## src/rtl/gauge_regs.vh

```
// Register map, fields and timing figures of the gauge block
`ifndef GAUGE_REGS_VH
`define GAUGE_REGS_VH

// ****************************************
// Register byte offsets
// ****************************************
`define OFF_CTRL       8'h00
`define OFF_SFR        8'h04
`define OFF_CUR        8'h08
`define OFF_AVG        8'h0c
`define OFF_ACR        8'h10
`define OFF_SUS_CHG    8'h14
`define OFF_SUS_DIS    8'h18
`define OFF_TEMP_THR   8'h1c
`define OFF_ACR_THR    8'h20
`define OFF_STATUS     8'h24

// ****************************************
// Control register fields
// ****************************************
`define CTRL_PERMIT    0
`define CTRL_UNDERVOLTAGE_SLEEP_ENABLE      1
`define CTRL_SIS_LO    2
`define CTRL_SIS_HI    3
`define CTRL_SNAPSHOT_HOLD      4
`define CTRL_ALM_EN    5
`define CTRL_ALM_DQ    6
`define CTRL_W         7
`define CTRL_RST       7'h00

// ****************************************
// Special feature register and status fields
// ****************************************
`define SFR_PIN        0
`define SFR_LEVEL      1
`define SFR_PIN_RST    1'b1
`define STAT_ALARM     4
`define STAT_LINE_LONG 5
`define STAT_UV        6
`define THR_RST        16'h0000
`define ACR_RST        16'h0000
`define CUR_RST        16'h0000
`define SAT_POS        16'h7fff
`define SAT_NEG        16'h8000
`define SIS_OFF        2'b00
`define SIS_SHORT      2'b01
`define SIS_MID        2'b10

// ****************************************
// Timing figures and derived cycle counts
// ****************************************
`define CLK_PERIOD_NS      4
`define CYC_PER_US         (1000 / `CLK_PERIOD_NS)
`define CYC_PER_MS         (1000000 / `CLK_PERIOD_NS)
`define SAMPLE_PERIOD_US   687
`define SAMPLE_CYC         (`SAMPLE_PERIOD_US * `CYC_PER_US)
`define LINE_LOW_SLEEP_MS  2100
`define LINE_LOW_CYC       (`LINE_LOW_SLEEP_MS * `CYC_PER_MS)
`define UV_DELAY_MS        82
`define UV_DELAY_CYC       (`UV_DELAY_MS * `CYC_PER_MS)
`define SUS_SHORT_MS       1000
`define SUS_MID_MS         2000
`define SUS_LONG_MS        4000
`define SUS_SHORT_CYC      (`SUS_SHORT_MS * `CYC_PER_MS)
`define SUS_MID_CYC        (`SUS_MID_MS * `CYC_PER_MS)
`define SUS_LONG_CYC       (`SUS_LONG_MS * `CYC_PER_MS)
`define CUR_LOG2N          7
`define AVG_LOG2N          12
`define OFFSET_LOG2N       8

`endif

```

## src/rtl/gauge_power_modes_current_report.v

```verilog
// Power-mode sequencing and current reporting of a battery gauge, APB slave
//
// Functional notes
// - Active mode measures everything and watches undervoltage
// - Suspend and Sleep stop all measurement
// - Suspend entry: permit, long low, interval, quiet
// - Suspend period expiry wakes for one measurement
// - Quiet result resumes Suspend, else pin interrupt
// - Sleep entry: permit, long low, interval zero
// - Undervoltage for delay enters Sleep when enabled
// - Line rising edge returns to Active
// - Reset: Active, all power control bits clear
// - One current sample every 687 us
// - Current register: mean of 128 samples
// - Average register: mean of 4096 samples
// - Snapshot holds post-trigger sample until cleared
// - Averaging and accumulation continue during snapshot
// - Two's complement, positive means charge current
// - Out-of-range values saturate to 7FFF/8000
// - Threshold crossings raise alarm on chosen pin
// - Periodic automatic current offset correction
// - Nonzero interval picks period, disables alarm
// - Pin stays low until host writes one or Sleep is entered
`include "gauge_regs.vh"
`timescale 1ns/1ps
module gauge_power_modes_current_report #(
   parameter SAMPLE_CYC    = `SAMPLE_CYC,
   parameter LINE_LOW_CYC  = `LINE_LOW_CYC,
   parameter UV_DELAY_CYC  = `UV_DELAY_CYC,
   parameter SUS_SHORT_CYC = `SUS_SHORT_CYC,
   parameter SUS_MID_CYC   = `SUS_MID_CYC,
   parameter SUS_LONG_CYC  = `SUS_LONG_CYC
) (
   input  wire               mclk,
   input  wire               rst,
   input  wire               psel,
   input  wire               penable,
   input  wire               pwrite,
   input  wire        [7:0]  paddr,
   input  wire        [31:0] pwdata,
   output reg         [31:0] prdata,
   output wire               pready,
   output wire               pslverr,
   input  wire               line_in,
   output wire               line_out,
   output wire               line_oe,
   input  wire               gpio_in,
   output wire               gpio_out,
   output wire               gpio_oe,
   input  wire signed [16:0] adc_current,
   input  wire signed [16:0] adc_offset,
   input  wire               uv_below,
   input  wire signed [7:0]  temp_value,
   input  wire               snapshot_hold_trigger,
   output wire               meas_en,
   output wire               lp_osc_en
);
   // ****************************************
   // Declarations
   // ****************************************
   localparam ST_ACTIVE  = 4'b0001;
   localparam ST_SUSPEND = 4'b0010;
   localparam ST_SLEEP   = 4'b0100;
   localparam ST_WAKE    = 4'b1000;

   reg  [3:0]              state_q;
   reg  [3:0]              state_d;
   reg  [2:0]              line_sync_q;
   reg  [2:0]              gpio_sync_q;
   reg  [1:0]              uv_sync_q;
   reg  [31:0]             line_low_cnt_q;
   reg                     line_low_long_q;
   reg  [31:0]             uv_cnt_q;
   reg                     uv_timeout_q;
   reg  [31:0]             sus_cnt_q;
   reg  [31:0]             div_q;
   reg  [`OFFSET_LOG2N-1:0] ofs_cnt_q;
   reg  signed [16:0]      offset_q;
   reg  [`CTRL_W-1:0]      ctrl_q;
   reg                     pin_q;
   reg  [15:0]             cur_q;
   reg  [15:0]             acr_q;
   reg  [15:0]             sus_chg_q;
   reg  [15:0]             sus_dis_q;
   reg  [15:0]             temp_thr_q;
   reg  [15:0]             acr_thr_q;
   reg                     alarm_q;
   reg                     snapshot_hold_pend_q;
   reg  [31:0]             sus_len;
   reg  [16:0]             acr_sum;
   wire                    line_hi;
   wire                    line_rise;
   wire                    gpio_lvl;
   wire                    awake;
   wire                    sample_tick;
   wire signed [17:0]      diff;
   wire signed [16:0]      corr;
   wire [15:0]             corr16;
   wire                    quiet;
   wire                    quiet_now;
   wire                    permit;
   wire [1:0]              sis;
   wire                    alarm_hit;
   wire                    alarm_armed;
   wire                    cur_valid;
   wire [15:0]             cur_mean;
   wire                    avg_valid;
   wire [15:0]             avg_mean;
   wire                    wr;
   wire                    hit;
   wire [31:0]             status;

   // ****************************************
   // Input synchronisers and line edge
   // ****************************************
   // Pin levels pass two flops; the third stage only feeds edge detection
   always @(posedge mclk or posedge rst) begin
      if (rst) begin
         line_sync_q <= 3'b111;
         gpio_sync_q <= 3'b111;
         uv_sync_q   <= 2'b00;
      end else begin
         line_sync_q <= {line_sync_q[1:0], line_in};
         gpio_sync_q <= {gpio_sync_q[1:0], gpio_in};
         uv_sync_q   <= {uv_sync_q[0], uv_below};
      end
   end

   assign line_hi   = line_sync_q[1];
   assign line_rise = line_sync_q[1] & ~line_sync_q[2];
   assign gpio_lvl  = gpio_sync_q[1];
   assign awake     = state_q[0] | state_q[3];
   assign meas_en   = awake;
   assign lp_osc_en = state_q[1];
   assign permit    = ctrl_q[`CTRL_PERMIT];
   assign sis       = ctrl_q[`CTRL_SIS_HI:`CTRL_SIS_LO];

   // ****************************************
   // Timers
   // ****************************************
   // Line-low and undervoltage timers
   always @(posedge mclk or posedge rst) begin
      if (rst) begin
         line_low_cnt_q  <= 32'h0000_0000;
         line_low_long_q <= 1'b0;
         uv_cnt_q        <= 32'h0000_0000;
         uv_timeout_q    <= 1'b0;
      end else begin
         if (line_hi) begin
            line_low_cnt_q  <= 32'h0000_0000;
            line_low_long_q <= 1'b0;
         end else if (line_low_cnt_q == LINE_LOW_CYC) begin
            line_low_long_q <= 1'b1;
         end else begin
            line_low_cnt_q  <= line_low_cnt_q + 32'h0000_0001;
         end
         if (!awake || !uv_sync_q[1]) begin
            uv_cnt_q     <= 32'h0000_0000;
            uv_timeout_q <= 1'b0;
         end else if (uv_cnt_q == UV_DELAY_CYC) begin
            uv_timeout_q <= 1'b1;
         end else begin
            uv_cnt_q     <= uv_cnt_q + 32'h0000_0001;
         end
      end
   end

   // Suspend period chosen by the interval select
   always @* begin
      case (sis)
         `SIS_SHORT: sus_len = SUS_SHORT_CYC;
         `SIS_MID:   sus_len = SUS_MID_CYC;
         default:    sus_len = SUS_LONG_CYC;
      endcase
   end

   // Sample divider and suspend counter
   always @(posedge mclk or posedge rst) begin
      if (rst) begin
         div_q     <= 32'h0000_0000;
         sus_cnt_q <= 32'h0000_0000;
      end else begin
         if (!awake || sample_tick)
            div_q <= 32'h0000_0000;
         else
            div_q <= div_q + 32'h0000_0001;
         if (state_q != ST_SUSPEND)
            sus_cnt_q <= 32'h0000_0000;
         else
            sus_cnt_q <= sus_cnt_q + 32'h0000_0001;
      end
   end

   assign sample_tick = awake && (div_q == SAMPLE_CYC - 1);

   // ****************************************
   // Sample conditioning
   // ****************************************
   // Offset-corrected sample, clamped twice
   assign diff   = {adc_current[16], adc_current} - {offset_q[16], offset_q};
   assign corr   = (diff[17] != diff[16]) ? {diff[17], {16{~diff[17]}}} : diff[16:0];
   assign corr16 = (corr[16] != corr[15]) ?
                   (corr[16] ? `SAT_NEG : `SAT_POS) : corr[15:0];
   assign quiet     = ($signed(cur_q) < $signed(sus_chg_q)) &&
                      ($signed(cur_q) > $signed(sus_dis_q));
   assign quiet_now = ($signed(corr16) < $signed(sus_chg_q)) &&
                      ($signed(corr16) > $signed(sus_dis_q));

   // Offset reference refreshed every block of samples while awake
   always @(posedge mclk or posedge rst) begin
      if (rst) begin
         ofs_cnt_q <= {`OFFSET_LOG2N{1'b0}};
         offset_q  <= 17'h0_0000;
      end else if (sample_tick) begin
         ofs_cnt_q <= ofs_cnt_q + 1'b1;
         if (&ofs_cnt_q)
            offset_q <= adc_offset;
      end
   end

   // ****************************************
   // Averagers
   // ****************************************
   sample_averager #(
      .LOG2N        (`CUR_LOG2N)
   ) u_cur_avg (
      .mclk         (mclk),
      .rst          (rst),
      .sample_valid (sample_tick),
      .sample       (corr),
      .mean_valid   (cur_valid),
      .mean         (cur_mean)
   );

   sample_averager #(
      .LOG2N        (`AVG_LOG2N)
   ) u_avg_avg (
      .mclk         (mclk),
      .rst          (rst),
      .sample_valid (sample_tick),
      .sample       (corr),
      .mean_valid   (avg_valid),
      .mean         (avg_mean)
   );

   // ****************************************
   // Power mode state machine
   // ****************************************
   always @* begin
      state_d = state_q;
      case (state_q)
         ST_ACTIVE: begin
            if (permit && ctrl_q[`CTRL_UNDERVOLTAGE_SLEEP_ENABLE] && uv_timeout_q)
               state_d = ST_SLEEP;
            else if (permit && line_low_long_q && sis == `SIS_OFF)
               state_d = ST_SLEEP;
            else if (permit && line_low_long_q && quiet && pin_q)
               state_d = ST_SUSPEND;
         end
         ST_SUSPEND: begin
            if (line_rise)
               state_d = ST_ACTIVE;
            else if (sus_cnt_q >= sus_len - 1)
               state_d = ST_WAKE;
         end
         ST_SLEEP: begin
            if (line_rise)
               state_d = ST_ACTIVE;
         end
         ST_WAKE: begin
            if (line_rise)
               state_d = ST_ACTIVE;
            else if (permit && ctrl_q[`CTRL_UNDERVOLTAGE_SLEEP_ENABLE] && uv_timeout_q)
               state_d = ST_SLEEP;
            else if (sample_tick)
               state_d = quiet_now ? ST_SUSPEND : ST_ACTIVE;
         end
         default: state_d = ST_ACTIVE;
      endcase
   end

   always @(posedge mclk or posedge rst) begin
      if (rst)
         state_q <= ST_ACTIVE;
      else
         state_q <= state_d;
   end

   // ****************************************
   // Alarm comparator
   // ****************************************
   // Temperature or accumulator outside limits
   assign alarm_armed = ctrl_q[`CTRL_ALM_EN] && (sis == `SIS_OFF);
   assign alarm_hit   = alarm_armed && awake &&
                        (($signed(temp_value) > $signed(temp_thr_q[15:8])) ||
                         ($signed(temp_value) < $signed(temp_thr_q[7:0])) ||
                         ($signed(acr_q[15:8]) > $signed(acr_thr_q[15:8])) ||
                         ($signed(acr_q[15:8]) < $signed(acr_thr_q[7:0])));

   // ****************************************
   // APB slave and registers
   // ****************************************
   assign pready  = 1'b1;
   assign wr      = psel && penable && pwrite;
   assign hit     = (paddr == `OFF_CTRL)    || (paddr == `OFF_SFR)     ||
                    (paddr == `OFF_CUR)     || (paddr == `OFF_AVG)     ||
                    (paddr == `OFF_ACR)     || (paddr == `OFF_SUS_CHG) ||
                    (paddr == `OFF_SUS_DIS) || (paddr == `OFF_TEMP_THR) ||
                    (paddr == `OFF_ACR_THR) || (paddr == `OFF_STATUS);
   assign pslverr = psel && penable && !hit;
   assign status  = {25'h000_0000, uv_sync_q[1], line_low_long_q, alarm_q, state_q};

   // Saturating accumulation of the upper bits of each sample
   always @* begin
      acr_sum = {acr_q[15], acr_q} + {{5{corr[16]}}, corr[16:5]};
      if (acr_sum[16] != acr_sum[15])
         acr_sum = {acr_sum[16], acr_sum[16] ? `SAT_NEG : `SAT_POS};
   end

   // Register file; hardware set of a flag wins over a software clear
   always @(posedge mclk or posedge rst) begin
      if (rst) begin
         ctrl_q      <= `CTRL_RST;
         pin_q       <= `SFR_PIN_RST;
         cur_q       <= `CUR_RST;
         acr_q       <= `ACR_RST;
         sus_chg_q   <= `THR_RST;
         sus_dis_q   <= `THR_RST;
         temp_thr_q  <= `THR_RST;
         acr_thr_q   <= `THR_RST;
         alarm_q     <= 1'b0;
         snapshot_hold_pend_q <= 1'b0;
      end else begin
         if (wr && paddr == `OFF_CTRL)
            ctrl_q <= pwdata[`CTRL_W-1:0];
         if (wr && paddr == `OFF_SFR)
            pin_q <= pwdata[`SFR_PIN];
         if (wr && paddr == `OFF_SUS_CHG)
            sus_chg_q <= pwdata[15:0];
         if (wr && paddr == `OFF_SUS_DIS)
            sus_dis_q <= pwdata[15:0];
         if (wr && paddr == `OFF_TEMP_THR)
            temp_thr_q <= pwdata[15:0];
         if (wr && paddr == `OFF_ACR_THR)
            acr_thr_q <= pwdata[15:0];
         if (wr && paddr == `OFF_STATUS && pwdata[`STAT_ALARM])
            alarm_q <= 1'b0;
         if (alarm_hit)
            alarm_q <= 1'b1;
         // Wake result outside the window pulls the pin bit low
         if (state_q == ST_WAKE && sample_tick && !quiet_now && !line_rise)
            pin_q <= 1'b0;
         if (state_q == ST_SLEEP)
            pin_q <= 1'b1;
         if (sample_tick)
            acr_q <= acr_sum[15:0];
         if (wr && paddr == `OFF_ACR)
            acr_q <= pwdata[15:0];
         // Snapshot: next sample after the trigger is held until cleared
         if (snapshot_hold_trigger)
            snapshot_hold_pend_q <= 1'b1;
         if (snapshot_hold_pend_q && sample_tick) begin
            snapshot_hold_pend_q          <= 1'b0;
            cur_q                <= corr16;
            ctrl_q[`CTRL_SNAPSHOT_HOLD]   <= 1'b1;
         end else if (cur_valid && !ctrl_q[`CTRL_SNAPSHOT_HOLD] && !snapshot_hold_pend_q) begin
            cur_q <= cur_mean;
         end
      end
   end

   // Average register, loaded on its own
   reg [15:0] avg_q;
   always @(posedge mclk or posedge rst) begin
      if (rst)
         avg_q <= `CUR_RST;
      else if (avg_valid)
         avg_q <= avg_mean;
   end

   // Read data mux
   always @* begin
      case (paddr)
         `OFF_CTRL:     prdata = {25'h000_0000, ctrl_q};
         `OFF_SFR:      prdata = {30'h0000_0000, gpio_lvl, pin_q};
         `OFF_CUR:      prdata = {{16{cur_q[15]}}, cur_q};
         `OFF_AVG:      prdata = {{16{avg_q[15]}}, avg_q};
         `OFF_ACR:      prdata = {16'h0000, acr_q};
         `OFF_SUS_CHG:  prdata = {16'h0000, sus_chg_q};
         `OFF_SUS_DIS:  prdata = {16'h0000, sus_dis_q};
         `OFF_TEMP_THR: prdata = {16'h0000, temp_thr_q};
         `OFF_ACR_THR:  prdata = {16'h0000, acr_thr_q};
         `OFF_STATUS:   prdata = status;
         default:       prdata = 32'h0000_0000;
      endcase
   end

   // ****************************************
   // Pin drivers
   // ****************************************
   // Open-drain pins pull low only while awake
   assign gpio_out = 1'b0;
   assign gpio_oe  = awake && (!pin_q ||
                     (alarm_q && alarm_armed && !ctrl_q[`CTRL_ALM_DQ]));
   assign line_out = 1'b0;
   assign line_oe  = awake && alarm_q && alarm_armed && ctrl_q[`CTRL_ALM_DQ];

endmodule // gauge_power_modes_current_report

```

## src/rtl/sample_averager.v

```verilog
// Block averager: sums 2**LOG2N samples and posts the saturated mean
`include "gauge_regs.vh"
`timescale 1ns/1ps
module sample_averager #(
   parameter LOG2N = 7
) (
   input  wire               mclk,
   input  wire               rst,
   input  wire               sample_valid,
   input  wire signed [16:0] sample,
   output reg                mean_valid,
   output reg         [15:0] mean
);
   reg  [16+LOG2N:0] sum_q;
   reg  [LOG2N-1:0]  cnt_q;
   wire [16+LOG2N:0] total;
   wire [16:0]       avg;

   // Running sum with the new sample sign extended
   assign total = sum_q + {{LOG2N{sample[16]}}, sample};
   assign avg   = total[16+LOG2N:LOG2N];

   // Accumulate; on the last sample post the mean, clamped to 16 bits
   always @(posedge mclk or posedge rst) begin
      if (rst) begin
         sum_q      <= {(17+LOG2N){1'b0}};
         cnt_q      <= {LOG2N{1'b0}};
         mean_valid <= 1'b0;
         mean       <= `CUR_RST;
      end else begin
         mean_valid <= 1'b0;
         if (sample_valid) begin
            cnt_q <= cnt_q + 1'b1;
            if (&cnt_q) begin
               sum_q      <= {(17+LOG2N){1'b0}};
               mean_valid <= 1'b1;
               if (avg[16] != avg[15])
                  mean <= avg[16] ? `SAT_NEG : `SAT_POS;
               else
                  mean <= avg[15:0];
            end else begin
               sum_q <= total;
            end
         end
      end
   end
endmodule // sample_averager

```

## config.mk

```make
export PLATFORM = sky130hd
export DESIGN_NAME = gauge_power_modes_current_report
export DESIGN_NICKNAME = d
export VERILOG_FILES = /design/src/rtl/gauge_power_modes_current_report.v /design/src/rtl/sample_averager.v
export VERILOG_INCLUDE_DIRS = /design/src /design/src/rtl
export SDC_FILE = /design/constraint.sdc
export NUM_CORES = 1
export LEC_CHECK = 0
export BUFFER_PORTS_ARGS = -buffer_cell sky130_fd_sc_hd__buf_2
export CELL_PAD_IN_SITES_DETAIL_PLACEMENT = 2
export CELL_PAD_IN_SITES_GLOBAL_PLACEMENT = 2
export CORE_MARGIN = 2
export CORE_UTILIZATION = 32
export CTS_BUF_LIST = sky130_fd_sc_hd__clkbuf_16
export DETAILED_ROUTE_END_ITERATION = 8
export HOLD_SLACK_MARGIN = 0.05
export PLACE_DENSITY_LB_ADDON = 0.25
export SLEW_MARGIN = 20
export SYNTH_ARGS = -nofsm -noshare
export SYNTH_HDL_FRONTEND = slang
export SYNTH_SLANG_ARGS = --single-unit
```

## constraint.sdc

```tcl
create_clock -name mclk -period 29.1 [get_ports mclk]
set_input_delay 0 -clock mclk [delete_from_list [all_inputs] [get_ports mclk]]
set_output_delay 0 -clock mclk [all_outputs]
set_load 0.02 [all_outputs]
```

**Word level (Yosys, flattened, before mapping)**

Index checks and enable logic that the tools add are counted.
Widths: inputs -> output; s select.

- Output and inout bits: 40
- Register bits: 394
- Input bits: 91
- Word-level logic and storage cells: 214

- Order comparisons: 9
- Add/sub/neg operators: 12
- Mux-type cells: 51
- Reductions and logical operators: 76
- Bitwise gates (word level): 4
- Equal/unequal tests: 30

Operators with widths:

| operator | number |
|---|---|
| $pmux 32 s10 | 1 |
| $mux 16 | 12 |
| $mux 32 | 6 |
| $add 32x1->32 const B | 4 |
| $pmux 30 s2 | 1 |
| $logic_and 1x1->1 | 36 |
| $mux 4 | 9 |
| $eq 32x18->1 const B | 1 |
| $eq 32x25->1 const B | 1 |
| $eq 32x29->1 const B | 1 |
| $eq 8x5->1 const B | 4 |
| $ge 32x32->1 | 1 |
| $gt 16x16->1 | 2 |
| $lt 16x16->1 | 2 |
| $sub 32x1->32 const B | 1 |
| $add 29x29->29 | 1 |
| $mux 29 | 1 |
| $add 24x24->24 | 1 |
| $mux 24 | 1 |
| $sub 17x17->18 | 1 |
| $add 16x12->17 | 1 |
| $mux 17 | 1 |
| $eq 8x4->1 const B | 2 |
| $eq 8x6->1 const B | 2 |
| other kinds (36) | 89 |

**Depth between registers and ports, before layout**

- Depth after elaboration: 12
- Gate-level depth with buffers: 28
- Gate-level depth less buffers: 26

**Cells and area by module**

A second synthesis with hierarchy kept.

- Cells, all modules: 2722
- Area, all modules: 25823.5 µm²

Modules (own cells, without submodules):

| module | cells each | instances | area an instance (µm²) | sequential area each (µm²) |
|---|---|---|---|---|
| gauge_power_modes_current_report | 1948 | 1 | 18544.0 | 7215.7 |
| sample_averager (u_avg_avg) | 425 | 1 | 4036.4 | 1451.4 |
| sample_averager (u_cur_avg) | 349 | 1 | 3243.1 | 1201.2 |

**Worst setup path after synthesis**

No wires, ideal clock.

- Kind: register to register
- From: reg offset_q[1]
- To: reg u_cur_avg.mean[11]
- Setup time: 86 ps
- Data arrival time: 5330 ps
- Required time: 29014 ps
- Setup slack: 23684 ps
- Period minus slack after synthesis: 5416 ps
- Stages on the path, launching flop included: 26
- Buffers on the path: 4
- Cell sequence: dfrtp_1 -> inv_1 -> ha_1 -> nor2b_1 -> o2111a_1 -> o31ai_1 -> a21o_1 -> nand2_1 -> buf_2 -> buf_1 -> maj3_1 -> ha_1 -> a21o_1 -> a211oi_1 -> o211ai_1 -> a31oi_1 -> o21ai_1 -> a21o_1 -> a21oi_1 -> xnor2_1 -> inv_1 -> ha_1 -> buf_1 -> clkbuf_1 -> nor3_1 -> nor3_1

- Word-level cells in the longest chain between the ends: 6

Ends and longest elaborated chain:

| item | line | RTL |
|---|---|---|
| start, declared | gauge_power_modes_current_report.v:78 | `reg signed [16:0] offset_q;` |
| start signal, assigned | gauge_power_modes_current_report.v:217 | `offset_q <= adc_offset;` |
| $sub 17x17->18 * | gauge_power_modes_current_report.v:200 | `assign diff = {adc_current[16], adc_current} - {offset_q[16], offset_q};` |
| $ne 1x1->1 / $not 1->1 (equally long branches) | gauge_power_modes_current_report.v:201 | `assign corr = (diff[17] != diff[16]) ? {diff[17], {16{~diff[17]}}} : diff[16:0];` |
| $mux 17 * | gauge_power_modes_current_report.v:201 |  |
| $add 24x24->24 * | sample_averager.v:20 | `assign total = sum_q + {{LOG2N{sample[16]}}, sample};` |
| $mux 16 (no source line) / $ne 1x1->1 (equally long branches) | - |  |
| $mux 16 * | sample_averager.v:37 | `if (avg[16] != avg[15])` |
| end signal, assigned | sample_averager.v:29 | `` mean <= `CUR_RST; `` |
| end signal, assigned | sample_averager.v:38 | `` mean <= avg[16] ? `SAT_NEG : `SAT_POS; `` |
| end signal, assigned | sample_averager.v:40 | `mean <= avg[15:0];` |
| end, declared | sample_averager.v:12 | `output reg [15:0] mean` |

Every way passes the cells marked *; elsewhere a longest branch is shown, timed or not.
A chain may end at the register's enable or synchronous reset.

**Worst setup path in the final report**

- From: reg offset_q[0]
- To: reg u_avg_avg.mean[9]

- Word-level cells in the longest chain between the ends: 6

Ends and longest elaborated chain:

| item | line |
|---|---|
| $sub 17x17->18 * | gauge_power_modes_current_report.v:200 |
| $ne 1x1->1 / $not 1->1 (equally long branches) | gauge_power_modes_current_report.v:201 |
| $mux 17 * | gauge_power_modes_current_report.v:201 |
| $add 29x29->29 * | sample_averager.v:20 |
| $mux 16 (no source line) / $ne 1x1->1 (equally long branches) | - |
| $mux 16 * | sample_averager.v:37 |
| end signal, assigned | sample_averager.v:29 |
| end signal, assigned | sample_averager.v:38 |
| end signal, assigned | sample_averager.v:40 |
| end, declared | sample_averager.v:12 |

Marks and branches as above.

==> results.json <==
{
  "grt_pass1_wl_um": 143600,
  "combPwrFrac_pct": 25.3,
  "critical_path_required_ps": 29530,
  "root_buffer": "clkbuf_16",
  "vias_per_cell": 5.510,
  "fmax_ghz": 0.1380,
  "dp.final_hpwl_um": 68160,
  "layoutNonFillerInstCount": 3948,
  "initial_utilization_pct": 32.39,
  "grt_pass1_vias": 24050,
  "worstMarginPinSlew_ps": 1081,
  "clk_path_buf_depth": 3,
  "finalCritPeriodShare_pct": 24.90,
  "critical_path_class": "reg2reg",
  "swShare_pct": 32.95,
  "cts_sinks": 394,
  "post_dp_cell_area_um2": 26710,
  "die-area_um2": 80800,
  "yosysUniqueCellTypes": 94,
  "fp.dieW_um": 284.3,
  "ys_async_sr_fraction_pct": 100.0,
  "port-buffer-count": 111,
  "r2r-start": "offset_q[0]",
  "slew_viol_final": 0,
  "gr-total-overflow": 0,
  "max-slew-margin-rel_pct": 27.90,
  "cts.clk_slew.worst_paths_ps": 60,
  "synth_top_area_share_pct": 38.53,
  "ys_ff_latch": 394,
  "worstPathArrival_ps": 7680,
  "worstSetupStartpoint": "offset_q[0]",
  "fin_setup_tns_ps": 0,
  "syn_inst": 2741,
  "synth.most_common_cell": "dfrtp_1",
  "grt_start_max_net_pins": 164,
  "finalWirelength_um": 90500,
  "post_drt_wl_per_cell_um": 22.92,
  "cts_buffers": 50,
  "total_power_w": 0.001630,
  "syn_area_per_cell_um2": 9.170,
  "clk_latency_ps": 610,
  "dp.cells": 3812,
  "area_growth_pct": 14.68,
  "p_sw_w": 0.0005371,
  "final_cell_area_um2": 28820,
  "htree_levels": 2,
  "fp.dieH_um": 284.3,
  "synth_edf_count": 0,
  "fin_skew_ps": 11.95,
  "final-hold-violation-count": 0,
  "drcViolationCount": 0,
  "antenna_found_initial": 3,
  "fp-row-count": 102,
  "seqPwrFrac_pct": 34.8,
  "synth_ff_type": "dfrtp_1",
  "synth.top_cells.by_count": "dfrtp_1, nand2_1, nor2_1, ha_1, a21oi_1",
  "critPathLaunchType": "flip-flop",
  "p_leak_nw": 13.02,
  "pwr-share-clk_pct": 39.9,
  "peakVddDrop_uv": 38.56,
  "hp-class": "in2async",
  "status": "completed",
  "synth_area_leaders": "dfrtp_1, ha_1, nand2_1, nor2_1, xor2_1",
  "cap_violations": 0,
  "drive_above_1_share_pct": 11.24,
  "antennaDiodeCount": 0,
  "drt_iter0_markers": 1407,
  "pin_count": 131,
  "synth.largest_area_cell": "dfrtp_1",
  "syn_area_um2": 25130,
  "yosysWarnings": 0,
  "critPathCaptureType": "flip-flop",
  "critPathMaxFanout": 16,
  "place_congestion": 0.8822,
  "intPower_w": 0.001093,
  "setup_viol": 0,
  "ys_seq_area_share_pct": 39.26,
  "rsz0062_at_grt": "false",
  "cts_tree": "yes",
  "drtPass1Iterations": 6,
  "post_cts_resized": 0,
  "antenna_left": 0,
  "fin_crit_ps": 7247,
  "p_per_area_nw_per_um2": 56.56,
  "vias": 21750,
  "grt_use_total_pct": 22.35,
  "nNetsFinal": 3177,
  "coreArea_um2": 77590
}
[worst max-delay path: stages (launching register included)]
cell	delay [ps]
dfrtp_1	350
ha_1	180
inv_1	60
fa_1	430
a211oi_1	430
o21a_1	250
o21a_1	190
o211a_2	430
nor3_2	140
o21ai_0	790
ha_1	400
a211oi_1	330
o21ai_1	180
a221o_1	390
a2111o_1	380
nand2_1	130
o21ai_1	100
a21oi_1	210
xor2_1	390
ha_1	520
or2_1	590
a31oi_1	190
[area by class of cell]
cell class / instances / area [um2]
Clock buffer: 53 / 1326
Clock inverter: 41 / 365.4
Fill cell: 8610 / 48770
Inverter: 149 / 566.8
Multi-Input combinational cell: 2098 / 14260
Sequential cell: 394 / 9868
Tap cell: 1040 / 1301
Timing Repair Buffer: 173 / 1139
[what timing repair did]
item	4_1_cts	5_1_grt
setup buffers	0	0
hold endpoints to repair	215	0
hold buffers	42	0
[metal layers]
metal  GRT usage (%)  share of wire [%]  vias to the layer above  routed length (um)
met5               0             0.0077                        -                   7
met4           6.224                2.6                        2                2312
met3           2.913                3.7                      124                3367
met2           38.15                 48                      355               43830
met1           29.57                 45                    11240               40980
li1                -                  -                    10030                   -
[power groups by stage]
| stage | clock [W] | combinational (W) | sequential (W) |
|---|---|---|---|
| after floorplan | 0 | 0.000284 | 0.000572 |
| after global placement | 0 | 0.000388 | 0.000576 |
| after detailed placement | 0 | 0.000404 | 0.000576 |
| after CTS | 0.000670 | 0.000414 | 0.000567 |
| after global routing | 0.000688 | 0.000458 | 0.000568 |
| final | 0.000651 | 0.000413 | 0.000567 |
[path summary, 6_finish.rpt]
kind / to / slack, ps / depth (start not counted)
max: u_avg_avg.mean[9] / 21850 / 21
min: sus_cnt_q[19] / 70 / 3
max reg2reg: u_avg_avg.mean[9] / 21850 / 21
min reg2reg: uv_sync_q[1] / 350 / 0
max in group asynchronous: offset_q[4] / 26700 / 5
min in group mclk: cur_q[0] / 110 / 6
[state kept, by name (all words and copies together) (netlist names), 3 cells and up]
signal,count
u_cur_avg.cnt_q,7
sus_dis_q,16
u_avg_avg.sum_q,29
sus_cnt_q,32
avg_q,16
sus_chg_q,16
line_low_cnt_q,32
acr_q,16
cur_q,16
line_sync_q,3
ctrl_q,7
u_avg_avg.cnt_q,12
u_cur_avg.sum_q,24
state_q,4
div_q,32
temp_thr_q,16
u_cur_avg.mean,16
offset_q,17
ofs_cnt_q,8
uv_cnt_q,32
u_avg_avg.mean,16
acr_thr_q,16
[metrics by stage]
stage / util (%) / worst slack [ps] / hold WS [ps]
CTS: 37.14 / 21810 / 57.51
global route: 37.15 / 21240 / 133.6
detailed placement: 34.42 / 21910 / 108.3
floorplan: - / 18160 / 4.478
finish: 37.15 / 21850 / 71.23
global placement: 34.41 / 22160 / 106.0
[cell families (layout without fill, tap and decap cells)]
kind of cell	Yosys count	count (layout)	share of synthesized area [%]
other	2	4	0.02988
adders and majority gates	230	230	11.47
AOI/OAI and AO/OA	612	612	15.95
DFF	394	394	39.26
muxes	98	98	4.356
buffers and inverters	251	416	4.142
xor gates and xnor gates	188	188	6.581
and+or+nand+nor	966	966	18.20
[cell usage in the layout, fill, tap and decap left out, types with 22 or more instances in the layout]
cell type / n
a211oi_1: 22
a21o_1: 42
a21oi_1: 150
a22oi_1: 41
and3_1: 30
buf_2: 111
clkbuf_16: 53
dfrtp_1: 387
dlygate4sd3_1: 42
ha_1: 216
inv_1: 151
mux2_2: 71
nand2_1: 294
nand3_1: 119
nand4_1: 52
nor2_1: 255
nor3_1: 40
o21a_1: 27
o21ai_0: 132
o21ai_1: 29
or3_1: 50
xnor2_1: 93
xor2_1: 94
Power figures use the tool's default switching activity.
